<file path="src/oled_reset_pkg.sv">
package oled_reset_pkg;

  // Register byte offsets
  localparam logic [7:0] OFS_CTRL     = 8'h00;
  localparam logic [7:0] OFS_MUX      = 8'h04;
  localparam logic [7:0] OFS_START    = 8'h08;
  localparam logic [7:0] OFS_CONTRAST = 8'h0C;
  localparam logic [7:0] OFS_COLUMN   = 8'h10;
  localparam logic [7:0] OFS_STATUS   = 8'h14;
  localparam logic [7:0] OFS_CMD      = 8'h18;

  // Reset values
  localparam logic [7:0] MUX_RST      = 8'hA0;
  localparam logic [7:0] START_RST    = 8'h00;
  localparam logic [7:0] CONTRAST_RST = 8'h7F;
  localparam logic [7:0] COLUMN_RST   = 8'h00;

  // Command opcodes
  localparam logic [7:0] OP_DISP_OFF  = 8'hAE;
  localparam logic [7:0] OP_DISP_ON   = 8'hAF;
  localparam logic [7:0] OP_NORMAL    = 8'hA6;
  localparam logic [7:0] OP_INVERSE   = 8'hA7;
  localparam logic [7:0] OP_LUT_LIN   = 8'hB9;
  localparam logic [7:0] OP_LUT_CUST  = 8'hB8;

  // Bus responses
  localparam logic [1:0] RESP_OKAY    = 2'h0;
  localparam logic [1:0] RESP_SLVERR  = 2'h2;

  // Control word; bit 0 is display_on
  typedef struct packed {
    logic lut_custom;
    logic com_reverse;
    logic seg_remap;
    logic inverse;
    logic display_on;
  } ctrl_s;

  localparam ctrl_s CTRL_RST = ctrl_s'(5'h00);

  // Decoded command strobes
  typedef struct packed {
    logic on;
    logic off;
    logic normal;
    logic invert;
    logic lut_lin;
    logic lut_cust;
  } cmd_s;

endpackage : oled_reset_pkg

</file>
<file path="src/serial_shifter.sv">
`timescale 1ns/100ps
`default_nettype none
module serial_shifter
  import oled_reset_pkg::*;
(
  // Clock and reset
  input  wire logic       clock_i,
  input  wire logic       reset_n_i,
  // Serial input
  input  wire logic       select_n_i,
  input  wire logic       bit_valid_i,
  input  wire logic       bit_i,
  input  wire logic       dc_i,
  // Assembled byte
  output logic            byte_valid_o,
  output logic [7:0]      byte_o,
  output logic            byte_dc_o,
  output logic [2:0]      count_o
);

  logic [6:0] shift_reg;

  always_ff @(posedge clock_i) begin
    if (!reset_n_i || select_n_i) begin
      shift_reg <= 7'h00;
      count_o   <= 3'h0;
    end else if (bit_valid_i) begin
      shift_reg <= {shift_reg[5:0], bit_i};
      count_o   <= count_o + 3'h1;
    end
  end

  always_ff @(posedge clock_i) begin
    if (!reset_n_i) begin
      byte_valid_o <= 1'b0;
      byte_o       <= 8'h00;
      byte_dc_o    <= 1'b0;
    end else begin
      byte_valid_o <= !select_n_i && bit_valid_i && (count_o == 3'h7);
      if (!select_n_i && bit_valid_i && (count_o == 3'h7)) begin
        byte_o    <= {shift_reg, bit_i};
        byte_dc_o <= dc_i;
      end
    end
  end

endmodule : serial_shifter
`default_nettype wire

</file>
<file path="src/cmd_decode.sv">
`timescale 1ns/100ps
`default_nettype none
module cmd_decode
  import oled_reset_pkg::*;
(
  // Command byte
  input  wire logic       valid_i,
  input  wire logic [7:0] opcode_i,
  // Decoded strobes
  output cmd_s            cmd_o
);

  always_comb begin
    cmd_o          = cmd_s'(6'h00);
    cmd_o.off      = valid_i && (opcode_i == OP_DISP_OFF);
    cmd_o.on       = valid_i && (opcode_i == OP_DISP_ON);
    cmd_o.normal   = valid_i && (opcode_i == OP_NORMAL);
    cmd_o.invert   = valid_i && (opcode_i == OP_INVERSE);
    cmd_o.lut_lin  = valid_i && (opcode_i == OP_LUT_LIN);
    cmd_o.lut_cust = valid_i && (opcode_i == OP_LUT_CUST);
  end

endmodule : cmd_decode
`default_nettype wire

</file>
<file path="src/oled_reset_defaults.sv">
// Function
// - Reset loads defaults, display switched off
// - Multiplex ratio defaults to 160 rows
// - Normal segment and row mapping
// - Serial shift register cleared on reset
// - Start line points at row 0
// - Column address counter cleared to 0
// - Common outputs scan in normal direction
// - Contrast register loads 7Fh
// - Default linear grayscale table selected
// - Normal, non-inverted display selected
`timescale 1ns/100ps
`default_nettype none
module oled_reset_defaults
  import oled_reset_pkg::*;
(
  // Clock and reset
  input  wire logic        clock_i,
  input  wire logic        reset_n_i,
  // AXI4-Lite write address
  input  wire logic        s_axi_awvalid,
  output logic             s_axi_awready,
  input  wire logic [7:0]  s_axi_awaddr,
  // AXI4-Lite write data
  input  wire logic        s_axi_wvalid,
  output logic             s_axi_wready,
  input  wire logic [31:0] s_axi_wdata,
  input  wire logic [3:0]  s_axi_wstrb,
  // AXI4-Lite write response
  output logic             s_axi_bvalid,
  input  wire logic        s_axi_bready,
  output logic [1:0]       s_axi_bresp,
  // AXI4-Lite read address
  input  wire logic        s_axi_arvalid,
  output logic             s_axi_arready,
  input  wire logic [7:0]  s_axi_araddr,
  // AXI4-Lite read data
  output logic             s_axi_rvalid,
  input  wire logic        s_axi_rready,
  output logic [31:0]      s_axi_rdata,
  output logic [1:0]       s_axi_rresp,
  // Serial command and data input
  input  wire logic        ser_select_n_i,
  input  wire logic        ser_bit_valid_i,
  input  wire logic        ser_bit_i,
  input  wire logic        ser_dc_i,
  // Display control state
  output ctrl_s            ctrl_o,
  output logic [7:0]       mux_ratio_o,
  output logic [7:0]       start_line_o,
  output logic [7:0]       contrast_o,
  output logic [7:0]       column_addr_o
);

  ctrl_s       ctrl_reg;
  logic [7:0]  mux_reg;
  logic [7:0]  start_reg;
  logic [7:0]  contrast_reg;
  logic [7:0]  column_reg;
  logic        aw_held_reg;
  logic        w_held_reg;
  logic [7:0]  waddr_reg;
  logic [31:0] wdata_reg;
  logic [3:0]  wstrb_reg;
  logic        do_write;
  logic        wr_lane0;
  logic        byte_valid;
  logic [7:0]  ser_byte;
  logic        ser_dc;
  logic [2:0]  ser_count;
  logic        ser_cmd_valid;
  logic        ser_data_valid;
  logic        bus_cmd_valid;
  cmd_s        ser_cmd;
  cmd_s        bus_cmd;

  function automatic logic is_mapped(input logic [7:0] addr);
    is_mapped = (addr == OFS_CTRL) || (addr == OFS_MUX) || (addr == OFS_START)
             || (addr == OFS_CONTRAST) || (addr == OFS_COLUMN)
             || (addr == OFS_STATUS) || (addr == OFS_CMD);
  endfunction : is_mapped

  // Serial front end
  serial_shifter u_shifter (
    .clock_i      (clock_i),
    .reset_n_i    (reset_n_i),
    .select_n_i   (ser_select_n_i),
    .bit_valid_i  (ser_bit_valid_i),
    .bit_i        (ser_bit_i),
    .dc_i         (ser_dc_i),
    .byte_valid_o (byte_valid),
    .byte_o       (ser_byte),
    .byte_dc_o    (ser_dc),
    .count_o      (ser_count)
  );

  assign ser_cmd_valid  = byte_valid && !ser_dc;
  assign ser_data_valid = byte_valid && ser_dc;
  // A pending response blocks the next write, so one write is outstanding
  assign do_write       = aw_held_reg && w_held_reg && !s_axi_bvalid;
  assign wr_lane0       = do_write && wstrb_reg[0] && is_mapped(waddr_reg);
  assign bus_cmd_valid  = wr_lane0 && (waddr_reg == OFS_CMD);

  // Two decoders so a bus and a serial command in one cycle both apply; in a conflict on, invert and custom table win
  cmd_decode u_ser_dec (
    .valid_i  (ser_cmd_valid),
    .opcode_i (ser_byte),
    .cmd_o    (ser_cmd)
  );

  // Bus command taken from the low data byte only
  cmd_decode u_bus_dec (
    .valid_i  (bus_cmd_valid),
    .opcode_i (wdata_reg[7:0]),
    .cmd_o    (bus_cmd)
  );

  // Bus handshakes; nothing is accepted while reset is held
  assign s_axi_awready = reset_n_i && !aw_held_reg && !s_axi_bvalid;
  assign s_axi_wready  = reset_n_i && !w_held_reg && !s_axi_bvalid;
  assign s_axi_arready = reset_n_i && !s_axi_rvalid;

  always_ff @(posedge clock_i) begin
    if (!reset_n_i) begin
      aw_held_reg <= 1'b0;
      waddr_reg   <= 8'h00;
    end else if (s_axi_awvalid && s_axi_awready) begin
      aw_held_reg <= 1'b1;
      waddr_reg   <= s_axi_awaddr;
    end else if (do_write) begin
      aw_held_reg <= 1'b0;
    end
  end

  always_ff @(posedge clock_i) begin
    if (!reset_n_i) begin
      w_held_reg <= 1'b0;
      wdata_reg  <= 32'h0000_0000;
      wstrb_reg  <= 4'h0;
    end else if (s_axi_wvalid && s_axi_wready) begin
      w_held_reg <= 1'b1;
      wdata_reg  <= s_axi_wdata;
      wstrb_reg  <= s_axi_wstrb;
    end else if (do_write) begin
      w_held_reg <= 1'b0;
    end
  end

  always_ff @(posedge clock_i) begin
    if (!reset_n_i) begin
      s_axi_bvalid <= 1'b0;
      s_axi_bresp  <= RESP_OKAY;
    end else if (do_write) begin
      s_axi_bvalid <= 1'b1;
      s_axi_bresp  <= is_mapped(waddr_reg) ? RESP_OKAY : RESP_SLVERR;
    end else if (s_axi_bready) begin
      s_axi_bvalid <= 1'b0;
    end
  end

  // Read path; status shows the serial bit count in flight
  always_ff @(posedge clock_i) begin
    if (!reset_n_i) begin
      s_axi_rvalid <= 1'b0;
      s_axi_rdata  <= 32'h0000_0000;
      s_axi_rresp  <= RESP_OKAY;
    end else if (s_axi_arvalid && s_axi_arready) begin
      s_axi_rvalid <= 1'b1;
      s_axi_rresp  <= is_mapped(s_axi_araddr) ? RESP_OKAY : RESP_SLVERR;
      unique case (s_axi_araddr)
        OFS_CTRL:     s_axi_rdata <= {27'h0, ctrl_reg};
        OFS_MUX:      s_axi_rdata <= {24'h000000, mux_reg};
        OFS_START:    s_axi_rdata <= {24'h000000, start_reg};
        OFS_CONTRAST: s_axi_rdata <= {24'h000000, contrast_reg};
        OFS_COLUMN:   s_axi_rdata <= {24'h000000, column_reg};
        OFS_STATUS:   s_axi_rdata <= {29'h0, ser_count};
        default:      s_axi_rdata <= 32'h0000_0000;
      endcase
    end else if (s_axi_rready) begin
      s_axi_rvalid <= 1'b0;
    end
  end

  // Control word: bus write first, then serial and bus commands applied together
  always_ff @(posedge clock_i) begin
    if (!reset_n_i) begin
      ctrl_reg <= CTRL_RST;
    end else begin
      if (wr_lane0 && (waddr_reg == OFS_CTRL)) begin
        ctrl_reg <= ctrl_s'(wdata_reg[4:0]);
      end
      if (ser_cmd.off || bus_cmd.off) begin
        ctrl_reg.display_on <= 1'b0;
      end
      if (ser_cmd.on || bus_cmd.on) begin
        ctrl_reg.display_on <= 1'b1;
      end
      if (ser_cmd.normal || bus_cmd.normal) begin
        ctrl_reg.inverse <= 1'b0;
      end
      if (ser_cmd.invert || bus_cmd.invert) begin
        ctrl_reg.inverse <= 1'b1;
      end
      if (ser_cmd.lut_lin || bus_cmd.lut_lin) begin
        ctrl_reg.lut_custom <= 1'b0;
      end
      if (ser_cmd.lut_cust || bus_cmd.lut_cust) begin
        ctrl_reg.lut_custom <= 1'b1;
      end
    end
  end

  always_ff @(posedge clock_i) begin
    if (!reset_n_i) begin
      mux_reg <= MUX_RST;
    end else if (wr_lane0 && (waddr_reg == OFS_MUX)) begin
      mux_reg <= wdata_reg[7:0];
    end
  end

  always_ff @(posedge clock_i) begin
    if (!reset_n_i) begin
      start_reg <= START_RST;
    end else if (wr_lane0 && (waddr_reg == OFS_START)) begin
      start_reg <= wdata_reg[7:0];
    end
  end

  always_ff @(posedge clock_i) begin
    if (!reset_n_i) begin
      contrast_reg <= CONTRAST_RST;
    end else if (wr_lane0 && (waddr_reg == OFS_CONTRAST)) begin
      contrast_reg <= wdata_reg[7:0];
    end
  end

  // Bus load wins over a serial data increment in the same cycle
  always_ff @(posedge clock_i) begin
    if (!reset_n_i) begin
      column_reg <= COLUMN_RST;
    end else if (wr_lane0 && (waddr_reg == OFS_COLUMN)) begin
      column_reg <= wdata_reg[7:0];
    end else if (ser_data_valid) begin
      column_reg <= column_reg + 8'h01;
    end
  end

  assign ctrl_o        = ctrl_reg;
  assign mux_ratio_o   = mux_reg;
  assign start_line_o  = start_reg;
  assign contrast_o    = contrast_reg;
  assign column_addr_o = column_reg;
endmodule : oled_reset_defaults
`default_nettype wire

</file>
<file path="config.mk">
export PLATFORM = sky130hd
export DESIGN_NAME = oled_reset_defaults
export DESIGN_NICKNAME = d
export VERILOG_FILES = /design/src/oled_reset_pkg.sv /design/src/serial_shifter.sv /design/src/cmd_decode.sv /design/src/oled_reset_defaults.sv
export SDC_FILE = /design/constraint.sdc
export NUM_CORES = 1
export LEC_CHECK = 0
export ABC_AREA = 1
export BUFFER_PORTS_ARGS = -buffer_cell sky130_fd_sc_hd__buf_2
export CORE_MARGIN = 2
export CORE_UTILIZATION = 51
export CTS_CLUSTER_DIAMETER = 120
export DETAILED_ROUTE_END_ITERATION = 10
export MAX_ROUTING_LAYER = met4
export PLACE_DENSITY = 0.85
export SLEW_MARGIN = 25
export SYNTH_ARGS = -nofsm -noshare
export SYNTH_HDL_FRONTEND = slang
export SYNTH_SLANG_ARGS = --single-unit
export TNS_END_PERCENT = 1
</file>
<file path="constraint.sdc">
create_clock -name clock_i -period 2.1 [get_ports clock_i]
set_input_delay 0.42 -clock clock_i [delete_from_list [all_inputs] [get_ports clock_i]]
set_output_delay 0.42 -clock clock_i [all_outputs]
set_load 0.02 [all_outputs]
</file>
==> flow_metrics.env <==
export IMPL_core_rowCount=33
export IMPL_final_net_count=772
export IMPL_cell_type_contributing_the_most_total_cell_area_after_synthesis="sky130_fd_sc_hd__dfxtp_1"
export IMPL_critical_path_arrival_ns=2.14
export IMPL_finalWirelength_um=11700
export IMPL_worst_pin_slew_ns=0.503
export IMPL_post_synth_cell_area_avg_um2=7.00
export IMPL_design_die_area_mm2=0.00925
export IMPL_seq_area_frac_synth_pct=40.7
export IMPL_ioPinCount=141
export IMPL_synth_top_cell_area_share_pct=40.7
export IMPL_pin_count_of_the_biggest_net_entering_global_routing=59
export IMPL_fp_dieH_um=96.2
export IMPL_status="finished clean"
export IMPL_die_width_um=96.2
export IMPL_max_slew_margin_pct=66.5
export IMPL_power_density_mw_per_mm2=650
export IMPL_wl_per_cell_um=14.3
export IMPL_global_route_overflow_total=0
export IMPL_seq_area_mm2=0.00176
export IMPL_cts_setup_buffers=0
export IMPL_critical_path_startpoint_type="flip-flop"
export IMPL_tritoncts="yes"
export IMPL_cts_root_buffer="sky130_fd_sc_hd__clkbuf_8"
export IMPL_layout_cells_non_filler=816
export IMPL_post_route_min_period_ns=1.91
export IMPL_antenna_diode_count=0
export IMPL_number_of_global_route_vias_before_repair=3910
export IMPL_finalPower_mw=3.22
export IMPL_postCtsHoldBufs=0
export IMPL_place_detailed_hpwl_um=8690
export IMPL_required_ns=2.32
export IMPL_cts_buffer_depth=2
export IMPL_fin_worst_skew_ns=0.0104
export IMPL_leakage_nw=2.32
export IMPL_multi_input_area_mm2=0.00207
export IMPL_setup_violations_final=0
export IMPL_yosys_cell_types_count=35
export IMPL_effective_utilization_at_floorplan_pct=52.7
export IMPL_final_hold_viol_count=0
export IMPL_yosys_cell_count_top_type="sky130_fd_sc_hd__nand2_1"
export IMPL_cts_repair_resized=0
export IMPL_ctsHtreeMaxLevel=3
export IMPL_max_freq_ghz=0.523
export IMPL_clock_insertion_delay_worst_skew_ns=0.36
export IMPL_cts_made_buffers=9
export IMPL_timing_critical_path_fanout_max=12
export IMPL_layout_drive_gt1_share_pct=18.6
export IMPL_synth_commonest_cells="sky130_fd_sc_hd__nand2_1 (123), sky130_fd_sc_hd__dfxtp_1 (88), sky130_fd_sc_hd__inv_1 (79)"
export IMPL_cts_sink_count=88
export IMPL_syn_inst=619
export IMPL_grt_antenna_before_repair=0
export IMPL_drv_slew=0
export IMPL_clk_pin_slew_worst_paths_ns=0.09
export IMPL_rrSetupSlack_ns=0.19
export IMPL_num_fill_cells=750
export IMPL_rsz0062_at_grt="no"
export IMPL_netlist_top_cells_area="sky130_fd_sc_hd__dfxtp_1 (41%), sky130_fd_sc_hd__nand2_1 (11%), sky130_fd_sc_hd__a21oi_1 (7.6%)"
export IMPL_syn_cell_area_mm2=0.00433
export IMPL_route_detailed_vias_per_inst=5.28
export IMPL_synth_async_sr_flop_share_pct=0
export IMPL_detail_route_iter0_violations=287
export IMPL_gp_congestion=0.980
export IMPL_placed_cell_area_mm2=0.00477
export IMPL_post_route_period_util_pct=91.1
export IMPL_critical_path_endpoint_type="flip-flop"
export IMPL_number_of_enable_flip_flop_cells_after_synthesis=0
export IMPL_numPlacedInstances=800
export IMPL_hold_wc_path_type="in -> reg"
export IMPL_synthFlopType="sky130_fd_sc_hd__dfxtp_1"
export IMPL_firstDrtPassIters=6
export IMPL_vias=4307
export IMPL_first_pass_grt_wire_length_um=18400
export IMPL_ant_nets=0
export IMPL_maxCapViolCount=0
export IMPL_route_detailed_drc=0
export IMPL_seq_cells_post_synth=88
export IMPL_yosys_warnings=0
export IMPL_globalRouteTotalUtil_pct=26.5
export IMPL_setup_tns_final_ns=0
export IMPL_placement_io_buffers=87
export IMPL_synthToLayoutAreaGrowth_pct=14.5
export IMPL_worstSetupPathType="reg -> reg"
export IMPL_vdd_ir_drop_worst_mv=0.300
export IMPL_core_area_mm2=0.00822
export IMPL_finish_instance_area_mm2=0.00496
through the flow:
stage	worst slack, ns	utilization (%)	hold WS, ns
floorplan	0.305	-	0.429
global placement	0.369	58.0	0.441
detailed placement	0.272	58.0	0.448
CTS	0.219	60.4	0.235
global route	0.0194	60.4	0.277
finish	0.187	60.4	0.240
area by class of cell:
cell class                      count  area share, %
Inverter                           84           6.36
Timing Repair Buffer               95           9.99
Tap cell                          105           2.65
Clock inverter                      5          0.782
Multi-Input combinational cell    428           41.6
Sequential cell                    88           35.5
Clock buffer                       11           3.05
critical path, stage by stage (launching register included):
cell	delay, ns
sky130_fd_sc_hd__dfxtp_1	0.32
sky130_fd_sc_hd__nor2_1	0.21
sky130_fd_sc_hd__nand2_2	0.14
sky130_fd_sc_hd__inv_2	0.06
sky130_fd_sc_hd__nand2_1	0.07
sky130_fd_sc_hd__nand2_1	0.12
sky130_fd_sc_hd__nor2_4	0.07
sky130_fd_sc_hd__nor2_8	0.15
sky130_fd_sc_hd__nand2_1	0.28
sky130_fd_sc_hd__inv_1	0.24
sky130_fd_sc_hd__o211ai_1	0.10
kinds of logic after synthesis:
logic type                 count (synthesis)  synth area share, %
AOI/OAI and AO/OA                        156                 19.1
xor gates and xnor gates                   3                0.607
adders and majority gates                  3                0.866
buffers and inverters                    128                 13.8
DFF                                       88                 40.7
other                                      1               0.0865
and+or+nand+nor                          240                 24.9
layer usage:
layer,GRT usage (%),part of all wire [%],vias up
met2,43.3,47,199
met4,8.93,2.2,0
met1,33.4,42,1938
met3,4.39,8.5,31
met5,-,0,-
li1,-,-,2139
final timing paths:
check                 startpoint  cells past startpoint                  end
max                 waddr_reg[0]                     10        contrast_o[5]
min                 s_axi_rready                      2         s_axi_rvalid
max reg2reg         waddr_reg[0]                     10        contrast_o[5]
min reg2reg  u_shifter.byte_o[6]                      2  u_shifter.byte_o[6]
layout by cell type, fill, tap and decap left out, types with 2 or more instances in the layout:
master / instances
sky130_fd_sc_hd__nand2_1: 123
sky130_fd_sc_hd__dfxtp_1: 88
sky130_fd_sc_hd__buf_2: 87
sky130_fd_sc_hd__inv_1: 79
sky130_fd_sc_hd__a21oi_1: 66
sky130_fd_sc_hd__o21ai_0: 60
sky130_fd_sc_hd__nor2_1: 50
sky130_fd_sc_hd__conb_1: 26
sky130_fd_sc_hd__nand3_1: 22
sky130_fd_sc_hd__nor3_1: 14
sky130_fd_sc_hd__nand4_1: 11
sky130_fd_sc_hd__clkbuf_8: 11
sky130_fd_sc_hd__o211ai_1: 9
sky130_fd_sc_hd__o22ai_1: 9
sky130_fd_sc_hd__o21ai_1: 8
sky130_fd_sc_hd__buf_4: 8
sky130_fd_sc_hd__nand2_2: 5
sky130_fd_sc_hd__nor2_2: 4
sky130_fd_sc_hd__inv_2: 3
sky130_fd_sc_hd__ha_1: 3
sky130_fd_sc_hd__nor2_4: 2
sky130_fd_sc_hd__nor2_8: 2
sky130_fd_sc_hd__xor2_1: 2
sky130_fd_sc_hd__clkinv_1: 2
sky130_fd_sc_hd__nor4_1: 2
sky130_fd_sc_hd__nor3_2: 2
sky130_fd_sc_hd__o2111ai_1: 2
sky130_fd_sc_hd__inv_6: 2
where the power goes:
part / switching, mW / total [mW] / internal, mW
logic: 0.252 / 0.351 / 0.0989
registers: 0.0380 / 1.74 / 1.70
clock network: 0.626 / 1.13 / 0.504
total: 0.917 / 3.22 / 2.31
Note: power is estimated with default switching activity, not from simulation.
